--- src/hw/blk_bus_pkg.sv ---
// Shared types and constants for the block/RMW bus master and slave ends
package blk_bus_pkg;

  // ==========================================================================
  // Default widths
  localparam int ADR_W_DEF = 32;
  localparam int DAT_W_DEF = 32;
  localparam int TAG_W_DEF = 4;
  localparam int LEN_W_DEF = 8;
  localparam int MEM_DEPTH_DEF = 64;
  localparam int LANE_W = 8;

  // ==========================================================================
  // Cycle type tag carried on tgc
  localparam logic [1:0] CK_NONE   = 2'h0;
  localparam logic [1:0] CK_SINGLE = 2'h1;
  localparam logic [1:0] CK_BLOCK  = 2'h2;
  localparam logic [1:0] CK_RMW    = 2'h3;

  // ==========================================================================
  // User command of the master end
  typedef enum logic [1:0] {
    OP_READ  = 2'h0,
    OP_WRITE = 2'h1,
    OP_RMW   = 2'h2
  } op_t;

  // ==========================================================================
  // State machines, Gray along the usual path
  typedef enum logic [1:0] {
    M_IDLE  = 2'b00,
    M_PHASE = 2'b01,
    M_GAP   = 2'b11
  } mst_state_t;

  typedef enum logic [1:0] {
    S_IDLE   = 2'b00,
    S_OPEN   = 2'b01,
    S_RMW_WR = 2'b11
  } slv_state_t;

endpackage

--- src/hw/blk_bus_if.sv ---
// Bus carrier joining the master end and the slave end
`timescale 1ns/100ps
interface blk_bus_if #(
  parameter int ADR_W = blk_bus_pkg::ADR_W_DEF,
  parameter int DAT_W = blk_bus_pkg::DAT_W_DEF,
  parameter int TAG_W = blk_bus_pkg::TAG_W_DEF
);
  localparam int SEL_W = DAT_W / blk_bus_pkg::LANE_W;

  logic             cyc;
  logic             stb;
  logic             lock;
  logic             we;
  logic [ADR_W-1:0] adr;
  logic [TAG_W-1:0] tga;
  logic [SEL_W-1:0] sel;
  logic [1:0]       tgc;
  logic [DAT_W-1:0] dat_w;
  logic [TAG_W-1:0] tgd_w;
  logic [DAT_W-1:0] dat_r;
  logic [TAG_W-1:0] tgd_r;
  logic             ack;

  modport master (
    output cyc, stb, lock, we, adr, tga, sel, tgc, dat_w, tgd_w,
    input  dat_r, tgd_r, ack
  );

  modport slave (
    input  cyc, stb, lock, we, adr, tga, sel, tgc, dat_w, tgd_w,
    output dat_r, tgd_r, ack
  );
endinterface

--- src/hw/blk_bus_master.sv ---
// Master end: runs single, block and RMW cycles from user commands
`timescale 1ns/100ps
module blk_bus_master #(
  parameter int ADR_W = blk_bus_pkg::ADR_W_DEF,
  parameter int DAT_W = blk_bus_pkg::DAT_W_DEF,
  parameter int TAG_W = blk_bus_pkg::TAG_W_DEF,
  parameter int LEN_W = blk_bus_pkg::LEN_W_DEF
) (
  // Clock and reset
  input  wire logic             clock_i,
  input  wire logic             arst_n_i,
  // Bus
  blk_bus_if.master             bus,
  // Command
  input  wire logic             cmd_valid_i,
  input  blk_bus_pkg::op_t      cmd_op_i,
  input  wire logic [LEN_W-1:0] cmd_len_i,
  input  wire logic [ADR_W-1:0] cmd_addr_i,
  input  wire logic [TAG_W-1:0] cmd_tga_i,
  input  wire logic [DAT_W/blk_bus_pkg::LANE_W-1:0] cmd_sel_i,
  input  wire logic             cmd_lock_i,
  output logic                  cmd_ready_o,
  // Read pacing and write data
  input  wire logic             pause_i,
  input  wire logic             wr_valid_i,
  input  wire logic [DAT_W-1:0] wr_data_i,
  input  wire logic [TAG_W-1:0] wr_tgd_i,
  input  wire logic [DAT_W/blk_bus_pkg::LANE_W-1:0] wr_sel_i,
  output logic                  wr_ready_o,
  // Results
  output logic                  rd_valid_o,
  output logic [DAT_W-1:0]      rd_data_o,
  output logic [TAG_W-1:0]      rd_tgd_o,
  output logic                  done_o,
  output logic                  busy_o
);
  localparam int SEL_W = DAT_W / blk_bus_pkg::LANE_W;

  // ==========================================================================
  // Parameter check
  if (DAT_W % blk_bus_pkg::LANE_W != 0 || SEL_W < 1 || LEN_W < 1 ||
      ADR_W < 2) begin : g_bad
    $error("blk_bus_master: unsupported widths");
  end

  // ==========================================================================
  // State
  blk_bus_pkg::mst_state_t state_ff, nxt_state;
  logic             cyc_ff, nxt_cyc;
  logic             stb_ff, nxt_stb;
  logic             lock_ff, nxt_lock;
  logic             we_ff, nxt_we;
  logic             rmw_ff, nxt_rmw;
  logic [ADR_W-1:0] adr_ff, nxt_adr;
  logic [TAG_W-1:0] tga_ff, nxt_tga;
  logic [SEL_W-1:0] sel_ff, nxt_sel;
  logic [SEL_W-1:0] rsel_ff, nxt_rsel;
  logic [1:0]       tgc_ff, nxt_tgc;
  logic [DAT_W-1:0] dat_ff, nxt_dat;
  logic [TAG_W-1:0] tgd_ff, nxt_tgd;
  logic [LEN_W-1:0] left_ff, nxt_left;
  logic             rdv_ff, nxt_rdv;
  logic [DAT_W-1:0] rdd_ff, nxt_rdd;
  logic [TAG_W-1:0] rdt_ff, nxt_rdt;
  logic             done_ff, nxt_done;
  logic             xfer;
  logic             cont;
  logic             take_wr;

  assign xfer = cyc_ff & stb_ff & bus.ack;

  // ==========================================================================
  // Next-state logic
  always_comb begin
    nxt_state = state_ff;
    nxt_cyc   = cyc_ff;
    nxt_stb   = stb_ff;
    nxt_lock  = lock_ff;
    nxt_we    = we_ff;
    nxt_rmw   = rmw_ff;
    nxt_adr   = adr_ff;
    nxt_tga   = tga_ff;
    nxt_sel   = sel_ff;
    nxt_rsel  = rsel_ff;
    nxt_tgc   = tgc_ff;
    nxt_dat   = dat_ff;
    nxt_tgd   = tgd_ff;
    nxt_left  = left_ff;
    nxt_rdv   = 1'b0;
    nxt_rdd   = rdd_ff;
    nxt_rdt   = rdt_ff;
    nxt_done  = 1'b0;
    cont      = 1'b0;
    take_wr   = 1'b0;
    case (state_ff)
      blk_bus_pkg::M_IDLE: begin
        if (cmd_valid_i) begin
          // Cycle and its tag rise with or before the first strobe
          nxt_cyc  = 1'b1;
          nxt_lock = cmd_lock_i;
          nxt_adr  = cmd_addr_i;
          nxt_tga  = cmd_tga_i;
          nxt_rsel = cmd_sel_i;
          nxt_sel  = cmd_sel_i;
          nxt_rmw  = (cmd_op_i == blk_bus_pkg::OP_RMW);
          nxt_we   = (cmd_op_i == blk_bus_pkg::OP_WRITE);
          // A length of zero runs as one phase
          nxt_left = (nxt_rmw || cmd_len_i == '0) ? '0 :
                     LEN_W'(cmd_len_i - LEN_W'(1));
          if (nxt_rmw) begin
            nxt_tgc = blk_bus_pkg::CK_RMW;
          end else if (nxt_left == '0) begin
            nxt_tgc = blk_bus_pkg::CK_SINGLE;
          end else begin
            nxt_tgc = blk_bus_pkg::CK_BLOCK;
          end
          cont = 1'b1;
        end
      end
      blk_bus_pkg::M_PHASE: begin
        if (xfer) begin
          if (!we_ff) begin
            nxt_rdv = 1'b1;
            nxt_rdd = bus.dat_r;
            nxt_rdt = bus.tgd_r;
          end
          if (left_ff == '0 && !(rmw_ff && !we_ff)) begin
            // End on the edge of the final acknowledge
            nxt_cyc   = 1'b0;
            nxt_stb   = 1'b0;
            nxt_lock  = 1'b0;
            nxt_we    = 1'b0;
            nxt_tgc   = blk_bus_pkg::CK_NONE;
            nxt_done  = 1'b1;
            nxt_state = blk_bus_pkg::M_IDLE;
          end else if (rmw_ff && !we_ff) begin
            // Read half done: forced gap, then the write half
            nxt_we    = 1'b1;
            nxt_stb   = 1'b0;
            nxt_state = blk_bus_pkg::M_GAP;
          end else begin
            nxt_left = LEN_W'(left_ff - LEN_W'(1));
            nxt_adr  = ADR_W'(adr_ff + ADR_W'(SEL_W));
            cont     = 1'b1;
          end
        end
        // Without ack everything stands: slave wait state
      end
      blk_bus_pkg::M_GAP: begin
        cont = 1'b1;
      end
      default: begin
        nxt_state = blk_bus_pkg::M_IDLE;
        nxt_cyc   = 1'b0;
        nxt_stb   = 1'b0;
      end
    endcase
    // Launch the next phase now, or hold a master wait state
    if (cont) begin
      if (nxt_we ? wr_valid_i : !pause_i) begin
        nxt_stb   = 1'b1;
        nxt_state = blk_bus_pkg::M_PHASE;
        if (nxt_we) begin
          take_wr = 1'b1;
          nxt_dat = wr_data_i;
          nxt_tgd = wr_tgd_i;
          nxt_sel = wr_sel_i;
        end else begin
          nxt_sel = rsel_ff;
          if (state_ff == blk_bus_pkg::M_IDLE) begin
            nxt_sel = cmd_sel_i;
          end
        end
      end else begin
        nxt_stb   = 1'b0;
        nxt_state = blk_bus_pkg::M_GAP;
      end
    end
  end

  // ==========================================================================
  // Registers
  always_ff @(posedge clock_i or negedge arst_n_i) begin
    if (!arst_n_i) begin
      state_ff <= blk_bus_pkg::M_IDLE;
      cyc_ff   <= 1'b0;
      stb_ff   <= 1'b0;
      lock_ff  <= 1'b0;
      we_ff    <= 1'b0;
      rmw_ff   <= 1'b0;
      adr_ff   <= '0;
      tga_ff   <= '0;
      sel_ff   <= '0;
      rsel_ff  <= '0;
      tgc_ff   <= blk_bus_pkg::CK_NONE;
      dat_ff   <= '0;
      tgd_ff   <= '0;
      left_ff  <= '0;
      rdv_ff   <= 1'b0;
      rdd_ff   <= '0;
      rdt_ff   <= '0;
      done_ff  <= 1'b0;
    end else begin
      state_ff <= nxt_state;
      cyc_ff   <= nxt_cyc;
      stb_ff   <= nxt_stb;
      lock_ff  <= nxt_lock;
      we_ff    <= nxt_we;
      rmw_ff   <= nxt_rmw;
      adr_ff   <= nxt_adr;
      tga_ff   <= nxt_tga;
      sel_ff   <= nxt_sel;
      rsel_ff  <= nxt_rsel;
      tgc_ff   <= nxt_tgc;
      dat_ff   <= nxt_dat;
      tgd_ff   <= nxt_tgd;
      left_ff  <= nxt_left;
      rdv_ff   <= nxt_rdv;
      rdd_ff   <= nxt_rdd;
      rdt_ff   <= nxt_rdt;
      done_ff  <= nxt_done;
    end
  end

  // ==========================================================================
  // Outputs; address and data only qualified by the strobe
  assign bus.cyc   = cyc_ff;
  assign bus.stb   = stb_ff;
  assign bus.lock  = lock_ff;
  assign bus.we    = we_ff;
  assign bus.adr   = adr_ff;
  assign bus.tga   = tga_ff;
  assign bus.sel   = sel_ff;
  assign bus.tgc   = tgc_ff;
  assign bus.dat_w = dat_ff;
  assign bus.tgd_w = tgd_ff;

  assign cmd_ready_o = (state_ff == blk_bus_pkg::M_IDLE);
  assign wr_ready_o  = take_wr;
  assign rd_valid_o  = rdv_ff;
  assign rd_data_o   = rdd_ff;
  assign rd_tgd_o    = rdt_ff;
  assign done_o      = done_ff;
  assign busy_o      = cyc_ff;

endmodule // blk_bus_master

--- src/flat_wrapper.sv ---
// flat-port wrapper written by rule: the top's interface ports become plain ports
module blk_bus_master_flat 
#(
  parameter int ADR_W = blk_bus_pkg::ADR_W_DEF,
  parameter int DAT_W = blk_bus_pkg::DAT_W_DEF,
  parameter int TAG_W = blk_bus_pkg::TAG_W_DEF,
  parameter int LEN_W = blk_bus_pkg::LEN_W_DEF
)
  (clock_i, arst_n_i, cmd_valid_i, cmd_op_i, cmd_len_i, cmd_addr_i, cmd_tga_i, cmd_sel_i, cmd_lock_i, cmd_ready_o, pause_i, wr_valid_i, wr_data_i, wr_tgd_i, wr_sel_i, wr_ready_o, rd_valid_o, rd_data_o, rd_tgd_o, done_o, busy_o, bus_cyc, bus_stb, bus_lock, bus_we, bus_adr, bus_tga, bus_sel, bus_tgc, bus_dat_w, bus_tgd_w, bus_dat_r, bus_tgd_r, bus_ack);
  blk_bus_if #(.ADR_W(ADR_W), .DAT_W(DAT_W), .TAG_W(TAG_W)) bus_i ();
  input  wire logic clock_i;
  input  wire logic arst_n_i;
  input  wire logic cmd_valid_i;
  input  blk_bus_pkg::op_t cmd_op_i;
  input  wire logic [LEN_W-1:0] cmd_len_i;
  input  wire logic [ADR_W-1:0] cmd_addr_i;
  input  wire logic [TAG_W-1:0] cmd_tga_i;
  input  wire logic [DAT_W/blk_bus_pkg::LANE_W-1:0] cmd_sel_i;
  input  wire logic cmd_lock_i;
  output logic cmd_ready_o;
  input  wire logic pause_i;
  input  wire logic wr_valid_i;
  input  wire logic [DAT_W-1:0] wr_data_i;
  input  wire logic [TAG_W-1:0] wr_tgd_i;
  input  wire logic [DAT_W/blk_bus_pkg::LANE_W-1:0] wr_sel_i;
  output logic wr_ready_o;
  output logic rd_valid_o;
  output logic [DAT_W-1:0] rd_data_o;
  output logic [TAG_W-1:0] rd_tgd_o;
  output logic done_o;
  output logic busy_o;
  output wire logic [$bits(bus_i.cyc)-1:0] bus_cyc;
  output wire logic [$bits(bus_i.stb)-1:0] bus_stb;
  output wire logic [$bits(bus_i.lock)-1:0] bus_lock;
  output wire logic [$bits(bus_i.we)-1:0] bus_we;
  output wire logic [$bits(bus_i.adr)-1:0] bus_adr;
  output wire logic [$bits(bus_i.tga)-1:0] bus_tga;
  output wire logic [$bits(bus_i.sel)-1:0] bus_sel;
  output wire logic [$bits(bus_i.tgc)-1:0] bus_tgc;
  output wire logic [$bits(bus_i.dat_w)-1:0] bus_dat_w;
  output wire logic [$bits(bus_i.tgd_w)-1:0] bus_tgd_w;
  input wire logic [$bits(bus_i.dat_r)-1:0] bus_dat_r;
  input wire logic [$bits(bus_i.tgd_r)-1:0] bus_tgd_r;
  input wire logic [$bits(bus_i.ack)-1:0] bus_ack;
  assign bus_cyc = bus_i.cyc;
  assign bus_stb = bus_i.stb;
  assign bus_lock = bus_i.lock;
  assign bus_we = bus_i.we;
  assign bus_adr = bus_i.adr;
  assign bus_tga = bus_i.tga;
  assign bus_sel = bus_i.sel;
  assign bus_tgc = bus_i.tgc;
  assign bus_dat_w = bus_i.dat_w;
  assign bus_tgd_w = bus_i.tgd_w;
  assign bus_i.dat_r = bus_dat_r;
  assign bus_i.tgd_r = bus_tgd_r;
  assign bus_i.ack = bus_ack;
  blk_bus_master #(.ADR_W(ADR_W), .DAT_W(DAT_W), .TAG_W(TAG_W), .LEN_W(LEN_W)) u_core (.clock_i(clock_i), .arst_n_i(arst_n_i), .bus(bus_i), .cmd_valid_i(cmd_valid_i), .cmd_op_i(cmd_op_i), .cmd_len_i(cmd_len_i), .cmd_addr_i(cmd_addr_i), .cmd_tga_i(cmd_tga_i), .cmd_sel_i(cmd_sel_i), .cmd_lock_i(cmd_lock_i), .cmd_ready_o(cmd_ready_o), .pause_i(pause_i), .wr_valid_i(wr_valid_i), .wr_data_i(wr_data_i), .wr_tgd_i(wr_tgd_i), .wr_sel_i(wr_sel_i), .wr_ready_o(wr_ready_o), .rd_valid_o(rd_valid_o), .rd_data_o(rd_data_o), .rd_tgd_o(rd_tgd_o), .done_o(done_o), .busy_o(busy_o));
endmodule
--- config.mk ---
export PLATFORM = sky130hd
export DESIGN_NAME = blk_bus_master_flat
export DESIGN_NICKNAME = d
export VERILOG_FILES = /design/src/hw/blk_bus_pkg.sv /design/src/hw/blk_bus_if.sv /design/src/hw/blk_bus_master.sv /design/src/flat_wrapper.sv
export SDC_FILE = /design/constraint.sdc
export NUM_CORES = 1
export LEC_CHECK = 0
export BUFFER_PORTS_ARGS = -buffer_cell sky130_fd_sc_hd__buf_2
export CORE_MARGIN = 8
export CORE_UTILIZATION = 50
export CTS_BUF_LIST = sky130_fd_sc_hd__clkbuf_4 sky130_fd_sc_hd__clkbuf_8
export CTS_CLUSTER_DIAMETER = 200
export DETAILED_ROUTE_END_ITERATION = 7
export GPL_ROUTABILITY_DRIVEN = 0
export PLACE_DENSITY = 0.82
export SLEW_MARGIN = 20
export SYNTH_ARGS = -nofsm -noshare
export SYNTH_HDL_FRONTEND = slang
export SYNTH_SLANG_ARGS = --single-unit
--- constraint.sdc ---
create_clock -name clock_i -period 6.1 [get_ports clock_i]
set_input_delay 1.22 -clock clock_i [delete_from_list [all_inputs] [get_ports clock_i]]
set_output_delay 1.22 -clock clock_i [all_outputs]
set_load 0.02 [all_outputs]
## Yosys cells after proc, flatten, opt, wreduce, memory -nomap -nowiden

Cells that the tools add are included.

| operators by class | value |
|---|---|
| $add $sub $neg | 3 |
| multiply operators | 0 |
| div/mod/pow operators | 0 |
| $lt $le $gt $ge | 0 |
| equal/unequal tests | 12 |
| shifts and indexed selects | 0 |
| muxes and demuxes | 61 |
| bitwise operators | 4 |
| reduce and logical (&&, ||, !) cells | 19 |

Operators by type and width:

| operator | number |
|---|---|
| $mux W32 | 4 |
| $pmux W32 S2 | 1 |
| $mux W8 | 5 |
| $add A32 B3 Y32 const B | 1 |
| $mux W1 | 27 |
| $logic_not A8 Y1 | 3 |
| $mux W4 | 6 |
| $mux W2 | 10 |
| $pmux W8 S2 | 1 |
| $sub A8 B1 Y8 const B | 2 |
| $reduce_and A3 Y1 | 3 |
| $pmux W2 S2 | 2 |
| $reduce_and A4 Y1 | 2 |
| $ne A2 B1 Y1 const B | 3 |
| $ne A2 B2 Y1 const B | 3 |
| $pmux W1 S2 | 3 |
| $pmux W1 S3 | 2 |
| $reduce_and A5 Y1 | 1 |
| $eq A2 B1 Y1 const B | 2 |
| $eq A2 B2 Y1 const B | 2 |
| $ne A4 B1 Y1 const B | 1 |
| $logic_not A1 Y1 | 3 |
| $ne A3 B1 Y1 const B | 1 |
| $and A1 B1 Y1 | 2 |
| other kinds (7) | 9 |

| word-level totals | value |
|---|---|
| register bits | 135 |
| bits in latches | 0 |
| memory bits (writable) | 0 |
| ROM bits | 0 |
| bits of input ports | 133 |
| memories | 0 |

## Logic depth before layout (Yosys ltp)

| logic depth | value |
|---|---|
| word-level depth | 10 |
| gate-level depth with buffers | 10 |
| gate-level depth less buffers | 8 |

## Least setup slack after synthesis

No wires, ideal clock.

| timing | value |
|---|---|
| kind | input -> output |
| start | input bus_ack |
| end | output wr_ready_o |
| arrival | 2.425 ns |
| path slack | 2.455 ns |
| stages on the path | 7 |
| path through | and3_1 -> nand3_1 -> nand2b_1 -> a21oi_1 -> nand3_2 -> buf_6 -> inv_1 |

| on the way | value |
|---|---|
| word-level cells in the longest chain between the ends | 6 |
| elaborated cells on any way between the ends | 9 |

RTL lines:

| what | RTL line | text |
|---|---|---|
| start, declared | flat_wrapper.sv:44 | `input wire logic [$bits(bus_i.ack)-1:0] bus_ack;` |
| $and A1 B1 Y1 * | blk_bus_master.sv:70 | `assign xfer = cyc_ff & stb_ff & bus.ack;` |
| $mux W1 | blk_bus_master.sv:121 | `if (xfer) begin` |
| $pmux W1 S2 | blk_bus_master.sv:95 | `case (state_ff)` |
| $mux W1 (on tied branches) | blk_bus_master.sv:163, blk_bus_master.sv:160 |  |
| $mux W1 | blk_bus_master.sv:160 | `if (nxt_we ? wr_valid_i : !pause_i) begin` |
| $mux W1 * | blk_bus_master.sv:159 | `if (cont) begin` |
| end, declared | flat_wrapper.sv:26 | `output logic wr_ready_o;` |

Every way passes the cells marked *; elsewhere a longest branch is shown, timed or not.

## Final worst setup path

| timing | value |
|---|---|
| start | register u_core.state_ff[0] |
| end | output wr_ready_o |

| on the way | value |
|---|---|
| word-level cells in the longest chain between the ends | 5 |
| elaborated cells on any way between the ends | 9 |

RTL lines:

| what | RTL line | text |
|---|---|---|
| start, declared | blk_bus_master.sv:48 | `blk_bus_pkg::mst_state_t state_ff, nxt_state;` |
| start signal, assigned | blk_bus_master.sv:185 | `state_ff <= blk_bus_pkg::M_IDLE;` |
| start signal, assigned | blk_bus_master.sv:204 | `state_ff <= nxt_state;` |
| $eq A2 B1 Y1 / $logic_not A2 Y1 (equally long branches) | blk_bus_master.sv:95 |  |
| $pmux W1 S2 | blk_bus_master.sv:95 |  |
| $mux W1 (on tied branches) | blk_bus_master.sv:163, blk_bus_master.sv:160 |  |
| $mux W1 | blk_bus_master.sv:160 |  |
| $mux W1 * | blk_bus_master.sv:159 |  |

Marked as above.

==> run summary <==
Outcome: finished clean
Layout cells sized above 1: 0.456
Syn Inst Count: 585
Cell leakage power: 4.15 nW
Initial DRT Pass Iterations: 5
Row cnt: 41
Crit path max fanout: 18
Grt total ovfl: 0
Num CTS Buffers: 17
Hold buffers post-CTS: 0
Headroom to the max-slew limit: 0.370
Remaining DRCs: 0
Crit Path Category: reg2out
R2R cell count: 7
All-Layer GR Usage: 0.220
Die width: 130 µm
Max Root-Sink Buffers: 2
I/O pin cnt: 256
Yosys warns: 0
R2r setup slk: 2.38 ns
Slew @ Worst Pin: 0.945 ns
Area of the multi-input gates: 2950 µm²
WL final: 19,000 µm
RR Startpoint: u_core.state_ff[0]
Resized cells post-CTS: 0
Power per cell area: 574 nW/µm²
Hold worst-path end: u_core.bus.tgc[0]
H-tree levels: 4
Fin Clk Skew: 0.0105 ns
Synth Register Bits: 135
Initial Utilization: 0.516
Vias in the first global route: 5,682
Largest cells by area after synthesis: dfrtp_1 (52%), mux2_2 (14%), mux2i_1 (2.4%)
Startpoint types: flop
Fin crit share: 0.757
Seq. cell area: 3380 µm²
Setup tns final: 0 ns
Synth top cells by count: dfrtp_1 (135), mux2_2 (80), nand2_1 (42)
Core area: 12,700 µm²
Root buf cell: clkbuf_8
Vias per inst: 5.51
Hold slack final: 0.492 ns
VDD IR-drop max: 311 µV
Fill cell total of the finished layout: 1,019
Initial antenna violation count: 1
Routed wire per std cell: 18.5 µm
Req. time, crit path: 4.88 ns
Final slew viol count: 0
DP HPWL: 14,100 µm
Critical Path End Type: primary output
Max Freq: 217 MHz
Worst-Skew Late Latency: 0.44 ns
Placement Cell Area: 7960 µm²
Max-cap violations: 0
Clk slew on worst S/H paths: 0.08 ns
Post-synth EDFFs: 0
Die H: 130 µm
Worst Path Arrival: 3.40 ns
Count leader, synth: dfrtp_1
Pin count of the biggest net entering global routing: 93
First-pass GRT wire length: 28,800 µm
Crit path time final: 4.62 ns
Layout area overhead: 28.6%
Routed Antenna Nets: 0
CTS tree: yes
Sequential share of the synthesized area: 0.517
Top_reg_cell synth: dfrtp_1
Syn Std Cell Area: 6540 µm²
Design area: 8410 µm²
Syn avg cell area: 11.2 µm²
Drt first-iter violations: 352
Port Buffers: 255
Synth top area share: 0.517
Setup bufs post-CTS: 0
Post-synth top area cell: dfrtp_1
Final #Nets: 982
Via count: 5,656
Hold depth: 2
# setup viols final: 0
RSZ-0062 raised after global routing: false
Clock sinks: 135
Worst reg2reg path endpoint: u_core.left_ff[7]
Syn_nets: 727
Async set or reset register ratio after synthesis: 1.00
Unique masters post-synth: 63
Hold violation count in the final report: 0
Min-Delay Path Class: reg2reg
Die ar.: 17,000 µm²
Hold_sp: u_core.bus.tgc[0]
[metal layers]
metal	global-route usage	share of wire	up-vias
li1	-	-	2686
met1	0.268	0.41	2738
met2	0.370	0.50	213
met3	0.0596	0.071	19
met4	0.0729	0.015	0
met5	0	0	-
[cell usage in the layout, fill, tap and decap left out, drive strengths merged, types with 4 or more instances in the layout]
| master | instances |
|---|---|
| inv | 22 |
| or4 | 6 |
| nor3 | 25 |
| a221oi | 4 |
| and3 | 9 |
| nand4 | 8 |
| xor2 | 4 |
| o22ai | 13 |
| nor2 | 24 |
| mux2 | 80 |
| a31oi | 6 |
| mux2i | 16 |
| clkinv | 6 |
| a21oi | 26 |
| nand3 | 29 |
| a41oi | 4 |
| nor2b | 4 |
| clkbuf | 21 |
| or3 | 4 |
| o21ai | 29 |
| nand2 | 42 |
| ha | 9 |
| nand2b | 4 |
| a22oi | 12 |
| bufinv | 4 |
| dfrtp | 135 |
| nor4 | 4 |
| buf | 261 |
[worst max-delay path by stage]
stage | endpoint | from | slack, ns
global placement | wr_ready_o | cmd_valid_i | 1.84
floorplan | wr_ready_o | bus_ack | 2.46
finish | wr_ready_o | u_core.state_ff[0] | 1.48
detailed placement | wr_ready_o | cmd_valid_i | 1.79
global route | wr_ready_o | u_core.state_ff[1] | 1.19
CTS | wr_ready_o | u_core.state_ff[0] | 1.44
[registers in the layout, indices dropped and copies added, names as in the netlist, 2 cells and up]
register,cells
u_core.state_ff,2
u_core.bus.tgc,2
u_core.rd_tgd_o,4
u_core.bus.tga,4
u_core.rd_data_o,32
u_core.bus.dat_w,32
u_core.bus.tgd_w,4
u_core.bus.sel,4
u_core.left_ff,8
u_core.bus.adr,32
u_core.rsel_ff,4
[stage by stage]
stage / instances / setup WS, ns / utilization / power, mW
global route: 1026 / 1.19 / 0.664 / 5.14
detailed placement: 993 / 1.79 / 0.628 / 4.02
global placement: 993 / 1.84 / 0.628 / 3.95
CTS: 1025 / 1.44 / 0.663 / 4.86
floorplan: 585 / 2.46 / - / 3.23
finish: 1026 / 1.48 / 0.664 / 4.82
[worst max-delay path, stage by stage, from the launching register on]
cell     delay, ns
dfrtp_1       0.43
inv_1         0.10
ha_1          0.55
nand2_1       0.62
nor3b_1       0.40
a221o_1       0.41
nand3_2       0.18
inv_1         0.08
buf_2         0.17
[power breakdown]
part / internal [mW] / switching, mW
clock network: 0.477 / 0.340
logic: 0.896 / 1.43
registers: 1.33 / 0.351
[area by class of cell]
class                   count  share of cell area
clock inverters            11              0.0205
well taps                 172              0.0256
clock buffers              21              0.0329
diodes                      1            0.000298
inverters                  22             0.00982
multi-input cells         403               0.351
repair buffers            261               0.158
flip-flops and latches    135               0.402
[cells by family (layout without fill, tap and decap cells)]
group | count (synthesis) | after routing | synth area share
compound gates | 124 | 124 | 0.124
xor+xnor | 5 | 5 | 0.00670
fa+ha+maj | 9 | 9 | 0.0172
buf+inv | 47 | 315 | 0.0325
flops | 135 | 135 | 0.517
mux | 96 | 96 | 0.162
other cells | 0 | 1 | 0
simple gates | 169 | 169 | 0.140
Power figures use the tool's default switching activity.
